**src/rtl/sgc_consts.svh**
```systemverilog
// Offsets, field positions, reset values and timing counts of the global control block
`ifndef SGC_CONSTS_SVH
`define SGC_CONSTS_SVH

// Register indices; byte address is four times the index
`define SGC_IDX_GC0 6'h02
`define SGC_IDX_GC1 6'h03

// Global control zero fields
`define SGC_GC0_LINK_AGE 0
`define SGC_GC0_CTRL_SEL 1
`define SGC_GC0_SHARE 2
`define SGC_GC0_RST 3'h4

// Global control one fields
`define SGC_GC1_BACKOFF 0
`define SGC_GC1_FAST_AGE 1
`define SGC_GC1_AGING 2
`define SGC_GC1_LEN_CHK 3
`define SGC_GC1_RX_PAUSE_DIS 4
`define SGC_GC1_TX_PAUSE_DIS 5
`define SGC_GC1_PASS_ALL 7
`define SGC_GC1_RST 8'h04

// Frame fields
`define SGC_MAC_CTRL_TYPE 16'h8808
`define SGC_PAUSE_DA 48'h0180c2000001
`define SGC_LEN_LIMIT 16'd1500

// Timing
`define SGC_CLK_HZ 64'd20000000
`define SGC_CLK_PERIOD_NS 64'd50
`define SGC_NORMAL_AGE_S 64'd300
`define SGC_FAST_AGE_NS 64'd800000
`define SGC_NORMAL_AGE_CYC (`SGC_NORMAL_AGE_S * `SGC_CLK_HZ)
`define SGC_FAST_AGE_CYC (`SGC_FAST_AGE_NS / `SGC_CLK_PERIOD_NS)

// Strap capture point after reset release
`define SGC_STRAP_LOAD_CNT 2'h2
`define SGC_STRAP_DONE_CNT 2'h3

// Sizes
`define SGC_NUM_PORTS 5
`define SGC_AGE_CNT_W 33
`define SGC_POOL_DIV 16'd5

`endif

```
**src/rtl/sgc_pkg.sv**
```systemverilog
// Types shared by the global control block
`include "sgc_consts.svh"

package sgc_pkg;

    typedef logic [`SGC_NUM_PORTS-1:0] sgc_port_t;
    typedef logic [`SGC_AGE_CNT_W-1:0] sgc_age_cnt_t;

    typedef enum logic [1:0] {
        AGE_OFF = 2'b00,
        AGE_NORMAL = 2'b01,
        AGE_FAST_ONCE = 2'b10
    } sgc_age_e;

    typedef struct packed {
        logic [1:0] strapCnt;
        logic strapDone;
        logic [2:0] gc0;
        logic [7:0] gc1;
        logic ack;
        logic [7:0] rdData;
        sgc_port_t linkPrev;
        logic flushAll;
        sgc_age_e ageState;
        sgc_age_cnt_t ageCnt;
        logic ageTick;
        logic ageFast;
        sgc_port_t txPause;
        sgc_port_t rxPause;
        logic frmDone;
        logic frmDrop;
        logic [15:0] bufLimit;
    } sgc_state_s;

endpackage

```
**src/rtl/sgc_global_ctrl.sv**
```systemverilog
// Global control registers of the switch with aging, pause and frame drop policy
//
// Behaviour
// - Share bit: whole pool, else one fifth
// - Drop select set: drop 8808 or pause DA
// - Drop select clear: drop qualified pause frames
// - Link drop with enable: one fast age
// - Any unplugged port flushes all addresses
// - Pass all forwards every frame, errored too
// - Bit five blocks transmit pause from negotiation
// - Bit four blocks receive pause from negotiation
// - One strap presets both pause disable bits
// - Length check drops mismatching short frames
// - Bit two enables aging, strap default on
// - Fast age bit uses short period
// - Bit zero selects aggressive back off
//
// Our own choice: the Wishbone slave port.
`include "sgc_consts.svh"

module sgc_global_ctrl #(
    parameter logic [`SGC_AGE_CNT_W-1:0] NORMAL_AGE_CYC = `SGC_AGE_CNT_W'(`SGC_NORMAL_AGE_CYC),
    parameter logic [`SGC_AGE_CNT_W-1:0] FAST_AGE_CYC = `SGC_AGE_CNT_W'(`SGC_FAST_AGE_CYC),
    parameter logic [15:0] POOL_BLOCKS = 16'd500
) (
    input wire logic clk,
    input wire logic rst_n,
    // Wishbone classic slave
    input wire logic wb_cyc_i,
    input wire logic wb_stb_i,
    input wire logic wb_we_i,
    input wire logic [7:0] wb_adr_i,
    input wire logic [3:0] wb_sel_i,
    input wire logic [31:0] wb_dat_i,
    output logic [31:0] wb_dat_o,
    output logic wb_ack_o,
    // Strap pins, sampled after reset
    input wire logic pause_disable_strap_pin,
    input wire logic backoff_strap_pin,
    input wire logic aging_strap_pin,
    // Port status from the PHY logic on this clock
    input wire sgc_pkg::sgc_port_t linkUp,
    input wire sgc_pkg::sgc_port_t anTxPause,
    input wire sgc_pkg::sgc_port_t anRxPause,
    // Received frame header for the drop decision
    input wire logic frmValid,
    input wire logic [15:0] frmTypeLen,
    input wire logic [47:0] frmDstAddr,
    input wire logic [15:0] frmLen,
    input wire logic frmErr,
    input wire logic frmPauseQual,
    output logic frmDone,
    output logic frmDrop,
    // Policy outputs to the switch core
    output logic [15:0] portBufLimit,
    output logic bufShareEn,
    output logic passAllFrames,
    output logic aggressiveBackoff,
    output sgc_pkg::sgc_port_t txPauseEn,
    output sgc_pkg::sgc_port_t rxPauseEn,
    output logic agingEn,
    output logic ageTick,
    output logic ageFast,
    output logic ageFlushAll
);
    import sgc_pkg::*;

    sgc_state_s st_ff;
    sgc_state_s nxt_st;
    logic [2:0] strapSync;
    logic [5:0] regIdx;
    logic busReq;
    logic busWrite;
    logic linkDrop;
    logic typeHit;
    logic addrHit;
    logic ctrlHit;
    logic lenBad;
    logic dropNow;
    logic ageEnd;
    logic onceStart;
    logic strapLoad;
    wire sgc_port_t linkFall;
    wire sgc_port_t txGate;
    wire sgc_port_t rxGate;
    sgc_age_cnt_t agePeriod;

    // Ceilings per port; the split share rounds down, so a few pool blocks may sit unused
    localparam logic [15:0] SHARED_LIMIT = POOL_BLOCKS;
    localparam logic [15:0] SPLIT_LIMIT = POOL_BLOCKS / `SGC_POOL_DIV;
    // With fast aging off, the cycle after a link drop runs one count short so it stays under the fast bound
    localparam sgc_age_cnt_t ONCE_AGE_CYC = FAST_AGE_CYC - `SGC_AGE_CNT_W'(1);
    // Three strap pins pass the synchroniser together
    localparam int STRAP_W = 3;

    // Strap pins come from outside and pass two flip-flops first
    sgc_sync #(
        .WIDTH(STRAP_W)
    ) sgc_sync_inst (
        .clk(clk),
        .rst_n(rst_n),
        .asyncIn({aging_strap_pin, backoff_strap_pin, pause_disable_strap_pin}),
        .syncOut(strapSync)
    );

    // True for the two implemented register indices
    function automatic logic isMapped(input logic [5:0] idx);
        isMapped = (idx == `SGC_IDX_GC0) || (idx == `SGC_IDX_GC1);
    endfunction

    // Read value of an index; unmapped words and upper bits read zero
    function automatic logic [7:0] readReg(input logic [5:0] idx, input logic [2:0] gc0,
                                           input logic [7:0] gc1);
        if (idx == `SGC_IDX_GC0) begin
            // Upper five bits are not stored and read zero
            readReg = {5'h00, gc0};
        end else if (idx == `SGC_IDX_GC1) begin
            readReg = gc1;
        end else begin
            readReg = 8'h00;
        end
    endfunction

    // Bus request decode; accesses wait until the straps are in
    assign regIdx = wb_adr_i[7:2];
    assign busReq = wb_cyc_i && wb_stb_i && !st_ff.ack && st_ff.strapDone;

    // A write lands at the edge that shows ack, while the master still holds address and data
    assign busWrite = wb_cyc_i && wb_stb_i && wb_we_i && st_ff.ack && wb_sel_i[0] &&
                      isMapped(regIdx);

    // Per port copies of the pause gates and the link fall detect
    for (genvar p = 0; p < `SGC_NUM_PORTS; p++) begin : g_port
        assign txGate[p] = anTxPause[p] && !st_ff.gc1[`SGC_GC1_TX_PAUSE_DIS];
        assign rxGate[p] = anRxPause[p] && !st_ff.gc1[`SGC_GC1_RX_PAUSE_DIS];
        // A fall needs a link seen the cycle before, so none follows reset
        assign linkFall[p] = st_ff.linkPrev[p] && !linkUp[p];
    end

    assign linkDrop = |linkFall;

    assign typeHit = (frmTypeLen == `SGC_MAC_CTRL_TYPE);
    assign addrHit = (frmDstAddr == `SGC_PAUSE_DA);

    // Control frame match depends on the drop select bit
    always_comb begin
        ctrlHit = 1'b0;
        if (st_ff.gc0[`SGC_GC0_CTRL_SEL]) begin
            ctrlHit = typeHit || addrHit;
        end else begin
            ctrlHit = frmPauseQual;
        end
    end

    assign lenBad = st_ff.gc1[`SGC_GC1_LEN_CHK] && (frmTypeLen < `SGC_LEN_LIMIT) &&
                    (frmTypeLen != frmLen);

    // pass all overrides every drop reason
    assign dropNow = !st_ff.gc1[`SGC_GC1_PASS_ALL] && (ctrlHit || lenBad || frmErr);

    // Period of the running age cycle
    always_comb begin
        if (st_ff.gc1[`SGC_GC1_FAST_AGE]) begin
            agePeriod = FAST_AGE_CYC;
        end else if (st_ff.ageState == AGE_FAST_ONCE) begin
            agePeriod = ONCE_AGE_CYC;
        end else begin
            // Five minute period in normal use
            agePeriod = NORMAL_AGE_CYC;
        end
    end

    // End of the age cycle; compare with period minus one so ticks are a period apart
    assign ageEnd = st_ff.ageCnt >= agePeriod - `SGC_AGE_CNT_W'(1);
    assign onceStart = linkDrop && st_ff.gc0[`SGC_GC0_LINK_AGE];

    assign strapLoad = !st_ff.strapDone && (st_ff.strapCnt == `SGC_STRAP_LOAD_CNT);

    // Next state of the whole block
    always_comb begin
        nxt_st = st_ff;
        // Pulses fall back low every cycle unless set below
        nxt_st.ack = 1'b0;
        nxt_st.ageTick = 1'b0;
        nxt_st.flushAll = 1'b0;
        nxt_st.frmDone = 1'b0;
        nxt_st.frmDrop = 1'b0;

        // Strap fill counter; it stops once strapDone is set, a cycle after the straps are loaded
        if (!st_ff.strapDone) begin
            nxt_st.strapCnt = st_ff.strapCnt + 2'h1;
        end
        if (strapLoad) begin
            nxt_st.gc1[`SGC_GC1_TX_PAUSE_DIS] = strapSync[0];
            nxt_st.gc1[`SGC_GC1_RX_PAUSE_DIS] = strapSync[0];
            nxt_st.gc1[`SGC_GC1_BACKOFF] = strapSync[1];
            nxt_st.gc1[`SGC_GC1_AGING] = strapSync[2];
        end
        // Bus opens a cycle after the load, so no write races a strap
        if (st_ff.strapCnt == `SGC_STRAP_DONE_CNT) begin
            nxt_st.strapDone = 1'b1;
        end

        // Register access; ack is raised for one cycle, unmapped words too
        if (busReq) begin
            nxt_st.ack = 1'b1;
            nxt_st.rdData = readReg(regIdx, st_ff.gc0, st_ff.gc1);
        end
        // Write while ack stands; bits 7:3 of the first register are not kept
        if (busWrite) begin
            if (regIdx == `SGC_IDX_GC0) begin
                nxt_st.gc0 = wb_dat_i[2:0];
            end else begin
                nxt_st.gc1 = wb_dat_i[7:0];
            end
        end

        // flush on any unplug
        // Link history feeds the per port fall detect
        nxt_st.linkPrev = linkUp;
        nxt_st.flushAll = linkDrop;

        // Age machine; a 33-bit counter covers the five minute period
        case (st_ff.ageState)
            AGE_OFF: begin
                // Counter held at zero so an enable starts a full period
                nxt_st.ageCnt = '0;
                if (st_ff.gc1[`SGC_GC1_AGING]) begin
                    nxt_st.ageState = AGE_NORMAL;
                end
            end
            AGE_NORMAL, AGE_FAST_ONCE: begin
                if (ageEnd) begin
                    nxt_st.ageCnt = '0;
                    nxt_st.ageTick = 1'b1;
                    nxt_st.ageState = AGE_NORMAL;
                end else begin
                    nxt_st.ageCnt = st_ff.ageCnt + `SGC_AGE_CNT_W'(1);
                end
                if (onceStart) begin
                    nxt_st.ageState = AGE_FAST_ONCE;
                    nxt_st.ageCnt = '0;
                end
                // Disable wins over a due tick or a pending fast cycle
                if (!st_ff.gc1[`SGC_GC1_AGING]) begin
                    nxt_st.ageState = AGE_OFF;
                    nxt_st.ageCnt = '0;
                    nxt_st.ageTick = 1'b0;
                end
            end
            default: begin
                // An unused code falls back to off
                nxt_st.ageState = AGE_OFF;
                nxt_st.ageCnt = '0;
            end
        endcase
        // Taken from the next state so the level lines up with the counter
        nxt_st.ageFast = (nxt_st.ageState != AGE_OFF) &&
                         (nxt_st.gc1[`SGC_GC1_FAST_AGE] || nxt_st.ageState == AGE_FAST_ONCE);

        // Gates are registered so the enables leave from flip-flops
        // transmit and receive pause gating
        nxt_st.txPause = txGate;
        nxt_st.rxPause = rxGate;

        // Frame verdict one cycle after the header strobe
        nxt_st.frmDone = frmValid;
        nxt_st.frmDrop = frmValid && dropNow;

        // per port buffer ceiling
        // Only a ceiling; the queue manager enforces it
        if (st_ff.gc0[`SGC_GC0_SHARE]) begin
            nxt_st.bufLimit = SHARED_LIMIT;
        end else begin
            nxt_st.bufLimit = SPLIT_LIMIT;
        end
    end

    // Reset takes documented pull defaults; straps overwrite the pause disable, back off and aging bits after release
    always_ff @(posedge clk or negedge rst_n) begin
        if (!rst_n) begin
            st_ff <= '{
                strapCnt: 2'h0,
                strapDone: 1'b0,
                gc0: `SGC_GC0_RST,
                gc1: `SGC_GC1_RST,
                ack: 1'b0,
                rdData: 8'h00,
                linkPrev: '0,
                flushAll: 1'b0,
                ageState: AGE_OFF,
                ageCnt: '0,
                ageTick: 1'b0,
                ageFast: 1'b0,
                txPause: '0,
                rxPause: '0,
                frmDone: 1'b0,
                frmDrop: 1'b0,
                bufLimit: 16'h0000
            };
        end else begin
            st_ff <= nxt_st;
        end
    end

    // Outputs come straight from the state register
    assign wb_ack_o = st_ff.ack;
    assign wb_dat_o = {24'h000000, st_ff.rdData};

    // Frame verdict pulses
    assign frmDone = st_ff.frmDone;
    assign frmDrop = st_ff.frmDrop;

    // Policy levels
    assign portBufLimit = st_ff.bufLimit;
    assign bufShareEn = st_ff.gc0[`SGC_GC0_SHARE];
    assign passAllFrames = st_ff.gc1[`SGC_GC1_PASS_ALL];
    assign aggressiveBackoff = st_ff.gc1[`SGC_GC1_BACKOFF];
    assign txPauseEn = st_ff.txPause;
    assign rxPauseEn = st_ff.rxPause;

    // Aging controls
    assign agingEn = st_ff.gc1[`SGC_GC1_AGING];
    assign ageTick = st_ff.ageTick;
    assign ageFast = st_ff.ageFast;
    assign ageFlushAll = st_ff.flushAll;
endmodule // sgc_global_ctrl

```
**src/rtl/sgc_sync.sv**
```systemverilog
// Two flip-flop synchroniser for pin levels
module sgc_sync #(
    parameter int WIDTH = 3
) (
    input wire logic clk,
    input wire logic rst_n,
    input wire logic [WIDTH-1:0] asyncIn,
    output logic [WIDTH-1:0] syncOut
);
    typedef struct packed {
        logic [WIDTH-1:0] stage1;
        logic [WIDTH-1:0] stage2;
    } sgc_sync_s;

    sgc_sync_s st_ff;
    sgc_sync_s nxt_st;

    // First stage feeds only the second stage
    always_comb begin
        nxt_st = st_ff;
        nxt_st.stage1 = asyncIn;
        nxt_st.stage2 = st_ff.stage1;
    end

    // Both stages clear under reset
    always_ff @(posedge clk or negedge rst_n) begin
        if (!rst_n) begin
            st_ff <= '0;
        end else begin
            st_ff <= nxt_st;
        end
    end

    assign syncOut = st_ff.stage2;
endmodule // sgc_sync

```
**config.mk**
```make
export PLATFORM = sky130hd
export DESIGN_NAME = sgc_global_ctrl
export DESIGN_NICKNAME = d
export VERILOG_FILES = /design/src/rtl/sgc_pkg.sv /design/src/rtl/sgc_global_ctrl.sv /design/src/rtl/sgc_sync.sv
export VERILOG_INCLUDE_DIRS = /design/src /design/src/rtl
export SDC_FILE = /design/constraint.sdc
export NUM_CORES = 1
export LEC_CHECK = 0
export BUFFER_PORTS_ARGS = -buffer_cell sky130_fd_sc_hd__buf_2
export CAP_MARGIN = 25
export CORE_MARGIN = 5
export CORE_UTILIZATION = 35
export CTS_CLUSTER_SIZE = 30
export DETAILED_ROUTE_END_ITERATION = 8
export SYNTH_ARGS = -nofsm -noshare
export SYNTH_HDL_FRONTEND = slang
export SYNTH_HIERARCHICAL = 1
export SYNTH_SLANG_ARGS = --single-unit
```
**constraint.sdc**
```tcl
create_clock -name clk -period 3.52 [get_ports clk]
set_input_delay 0.352 -clock clk [delete_from_list [all_inputs] [get_ports clk]]
set_output_delay 0.352 -clock clk [all_outputs]
set_load 0.1 [all_outputs]
```
Word-level counts from Yosys, hierarchy flattened:

Cells that the tools add are included.

* register bits after elaboration: 100
* input port bits: 150
* logic and storage cells: 106

* $add $sub $neg: 3
* order comparisons: 2
* equality and inequality tests: 10
* mux-type cells: 20
* bitwise operators: 1
* reductions and logical operators: 50

Operators with widths (number)
* 2-to-1 mux 33 bit: 3
* one-hot mux 35 bit (2 select lines): 1
* equality test 48 x 41 -> 1 bit, second input constant: 1
* 2-to-1 mux 36 bit: 1
* 2-to-1 mux 35 bit: 1
* adder 33 x 1 -> 33 bit, second input constant: 1
* greater-or-equal comparator 33 bit: 1
* subtractor 33 x 1 -> 33 bit, second input constant: 1
* logical AND 1 bit: 29
* 2-to-1 mux 9 bit: 2
* equality test 16 bit, second input constant: 1
* < comparator 16 x 11 -> 1 bit, second input constant: 1
* 2-to-1 mux 8 bit: 2
* != test 16 bit: 1
* equality test 6 x 2 -> 1 bit, second input constant: 2
* 2-to-1 mux 6 bit: 2
* logical NOT 1 bit: 10
* equality test 2 bit, second input constant: 4
* 2-to-1 mux 2 bit: 3
* logical OR 1 bit: 5
* 2-to-1 mux 1 bit: 5
* OR reduction 5 bit: 1
* AND reduction 2 bit: 2
* adder 2 x 1 -> 2 bit, second input constant: 1
* other kinds (5): 5

Depth between registers and ports, before layout:

* depth after elaboration: 12
* mapped depth: 12

Modules after synthesis:

The synthesis kept the hierarchy.

Modules (own cells, without submodules)
* sgc_global_ctrl: times used 1, cells an instance 461, area an instance 4634.4 µm²
* sgc_sync: times used 1, cells an instance 6, area an instance 150.1 µm²

Least setup slack after synthesis:

OpenSTA, ideal clock, no wires.

* path kind: reg-to-reg
* start point: register st_ff[63] (netlist bit)
* end point: register st_ff[32] (netlist bit)
* library setup time: 0.071 ns
* arrival: 2.700 ns
* data required time: 3.449 ns
* path slack: 0.748 ns
* stages on the path, launching flop included: 12
* path buffers: 1
* period minus slack after synthesis: 2.772 ns
* cells stage by stage: dfrtp_1 > inv_1 > ha_1 > or2_2 > ha_1 > or4_4 > nand2_1 > a31oi_1 > nor4_4 > nand3b_4 > buf_6 > nor2_1

RTL lines
* start: declaration: line sgc_global_ctrl.sv:68 `sgc_state_s st_ff;`
* start signal: assignment: line sgc_global_ctrl.sv:282 `st_ff <= '{`
* start signal: assignment: line sgc_global_ctrl.sv:302 `st_ff <= nxt_st;`

==> results.json <==
{
  "die_h_um": 126.9,
  "synth_xor_area_share_pct": 8.787,
  "firstDrtPassIters": 4,
  "grt_overflow": 0,
  "crit_slowest_cell": "or4_4",
  "tightestPinTransition_ns": 0.5591,
  "synth_top_family_by_area": "simple AND/OR/NAND/NOR gates",
  "ios": 218,
  "slew_headroom_pct": 62.65,
  "hold_path_depth": 1,
  "synth.avg_cell_area_sq_um": 10.25,
  "fin_ws_ns": 0.2774,
  "yosysSeqAreaShare_pct": 45.03,
  "numCtsBuffers": 9,
  "grt_first_pass_wirelength_um": 17480,
  "antenna_found_initial": 0,
  "reg2reg_depth": 10,
  "drc": 0,
  "critPathLaunchType": "register",
  "muxShareOfSynthArea_pct": 3.321,
  "slew_viol_final": 0,
  "rsz0062_at_grt": "no",
  "path_clk_slew_ns": 0.06,
  "final_layout_size_suffix_gt1_share_pct": 32.01,
  "clock_sinks": 86,
  "rows": 42,
  "vias": 3698,
  "status": "completed",
  "clock_path_buffers": 2,
  "hp-start": "backoff_strap_pin",
  "die_x_um": 126.9,
  "crit_fanout": 32,
  "wirelength_um": 10850,
  "post_cts_buffers": 0,
  "worst_ir_drop_vdd_v": 0.0002742,
  "post-route-util_pct": 43.21,
  "crit_path_cell_trace": "inv_1 > ha_1 > or2_2 > ha_1 > or4_4 > nand2_1 > a31oi_1 > nor4_4 > nand3b_4 > nor2_1",
  "power.density_nw_per_um2": 440.4,
  "holdBufCountCts": 1,
  "crit_path_frequent_cell": "ha_1",
  "critPathKind": "reg2reg",
  "slowest_delay_ns": 0.52,
  "hold_violations": 0,
  "synthAdderAreaFrac_pct": 4.707,
  "routabilityCongestion": 0.8939,
  "synth_cell_type_count": 56,
  "n_antenna_cell": 0,
  "die_area_sq_um": 16110,
  "min_period_ns": 3.243,
  "synth-simple-area-share_pct": 21.10,
  "min_to": "sgc_sync_inst/nxt_st[1]",
  "r2r-start": "st_ff[63]",
  "required_ns": 3.78,
  "fin_area_sq_um": 5768,
  "rr_endpoint": "st_ff[40]",
  "cp.arrival_ns": 3.50,
  "cts_root_buffer": "clkbuf_16",
  "synth_area_sq_um": 4785,
  "avgViaCountPerCell": 4.729,
  "setup_viol": 0,
  "fmax_mhz": 308.4,
  "placed_area_sq_um": 5445,
  "synth_ff_type": "dfrtp_1",
  "worstSetupEndpointType": "register",
  "ys_ff_latch": 86,
  "cts_resized": 0,
  "dp_slack_ns": 0.2619,
  "setup_tns_ns": 0,
  "hpwl_um": 8611,
  "insertion_delay_ns": 0.34,
  "grt_usage_pct": 13.37,
  "reg2reg_slack_ns": 0.28,
  "wl_per_cell_um": 13.88,
  "async_reset_ff_share_pct": 100.0,
  "worstHoldPathType": "in2reg",
  "netlist_instances": 467,
  "grt_pass1_vias": 3660,
  "synth_enable_flop_cells": 0,
  "min_period_over_period_pct": 92.12,
  "leakagePower_nw": 2.849,
  "initial_utilization_pct": 35.85,
  "area_growth_pct": 20.55,
  "drt-initial-drc-count": 135,
  "finClkSkew_ns": 0.01042,
  "yosys_warnings": 6,
  "nNetsFinal": 769,
  "maxCapViolations": 0,
  "port_buffers": 154,
  "grt_max_degree": 59,
  "synth_compound_area_share_pct": 5.439,
  "crit_start": "st_ff[63]",
  "htreeDepth": 3,
  "core_sq_um": 13350,
  "cts_tree": "yes",
  "drtAntennaViolNets": 0
}
[layout by cell type, fill, tap and decap left out, types with 7 or more instances in the layout]
master,Yosys,routed
buf_2,0,153
dfrtp_1,84,84
nor2_1,51,51
conb_1,2,35
xor2_1,34,34
nand2_1,19,19
nand3_1,18,18
ha_1,18,18
nand4_1,17,17
inv_1,15,15
xnor2_1,14,14
nor2b_1,13,13
nor4_1,13,13
and3_1,11,11
a21oi_1,9,9
clkbuf_16,0,9
nor4b_1,8,8
mux2i_1,8,8
mux2_2,7,7
[through the flow]
step,instances,hold WS [ns],power [mW]
after floorplan,500,0.05641,1.490
after global placement,764,0.3371,1.562
after detailed placement,765,0.3079,1.578
final,782,0.1214,2.540
after global routing,782,0.1057,2.641
after CTS,782,0.1060,2.572
[cell type report]
| class | count | area (sq um) |
|---|---|---|
| Multi-Input combinational cell | 332 | 2206 |
| Fill cell | 1316 | 7580 |
| Sequential cell | 86 | 2155 |
| Inverter | 15 | 56.30 |
| Clock buffer | 10 | 239.0 |
| Clock inverter | 6 | 73.82 |
| Tap cell | 176 | 220.2 |
| Timing Repair Buffer | 157 | 818.3 |
[critical path: cells and delay by family (launching register included)]
| family | cells | cell delay, ns |
|---|---|---|
| buffers and inverters | 1 | 0.08 |
| DFF | 1 | 0.37 |
| and+or+nand+nor | 6 | 2.09 |
| AOI/OAI and AO/OA | 1 | 0.07 |
| adders and majority gates | 2 | 0.54 |
[routing by layer]
metal  share of wire, %  global-route usage, %
met4                1.3                  3.470
met2                 48                  21.61
met5                  0                      0
met3                8.4                  4.161
met1                 43                  17.49
[cells by family (layout without fill, tap and decap cells)]
group	Yosys count	in the layout
XOR/XNOR	48	48
other	2	35
flip-flops	86	86
AND/OR/NAND/NOR	180	180
AO/OA/AOI/OAI	36	36
multiplexers	15	15
buffers and inverters	82	188
adder cells (fa/ha/maj)	18	18
[worst max-delay path by stage]
stage                           end  cells past startpoint
after floorplan           st_ff[32]                     11
after global placement    st_ff[45]                     10
after detailed placement  st_ff[40]                     10
after CTS                 st_ff[40]                     10
after global routing      st_ff[46]                     10
final                     st_ff[40]                     10
[flip-flops by register name (all words and copies together), names as in the netlist, 2 cells and up]
signal,flops
sgc_sync_inst/syncOut,3
wb_dat_o,8
txPauseEn,5
st_ff,50
portBufLimit,2
sgc_sync_inst/nxt_st,3
rxPauseEn,5
[cell usage after synthesis, types with 2 or more instances]
master      n  area [sq um]
a21oi_1     9         45.04
a22o_1      5         43.79
a31oi_1     3         18.77
and2_1      2         12.51
and3_1     11         68.82
and4b_1     2         20.02
buf_1       2         7.510
buf_4      58         435.4
buf_6       3         33.78
clkbuf_1    4         15.01
conb_1      2         7.510
dfrtp_1    84          2102
dfstp_2     2         52.55
ha_1       18         225.2
inv_1      15         56.30
mux2_2      7         78.83
mux2i_1     8         80.08
nand2_1    19         71.32
nand2b_1    5         31.28
nand3_1    18         90.09
nand4_1    17         106.4
nor2_1     51         191.4
nor2_2      3         18.77
nor2b_1    13         81.33
nor3_1      4         20.02
nor4_1     13         81.33
nor4b_1     8         70.07
o2111ai_1   2         17.52
o21ai_0     3         15.01
o31ai_1     3         22.52
or2_2       2         12.51
xnor2_1    14         122.6
xor2_1     34         297.8
[report_power, final]
group | internal [mW] | switching (mW)
clock network | 0.580 | 0.402
logic | 0.118 | 0.402
registers | 1.02 | 0.0194
total | 1.72 | 0.824
(Power assumes the default switching activity.)
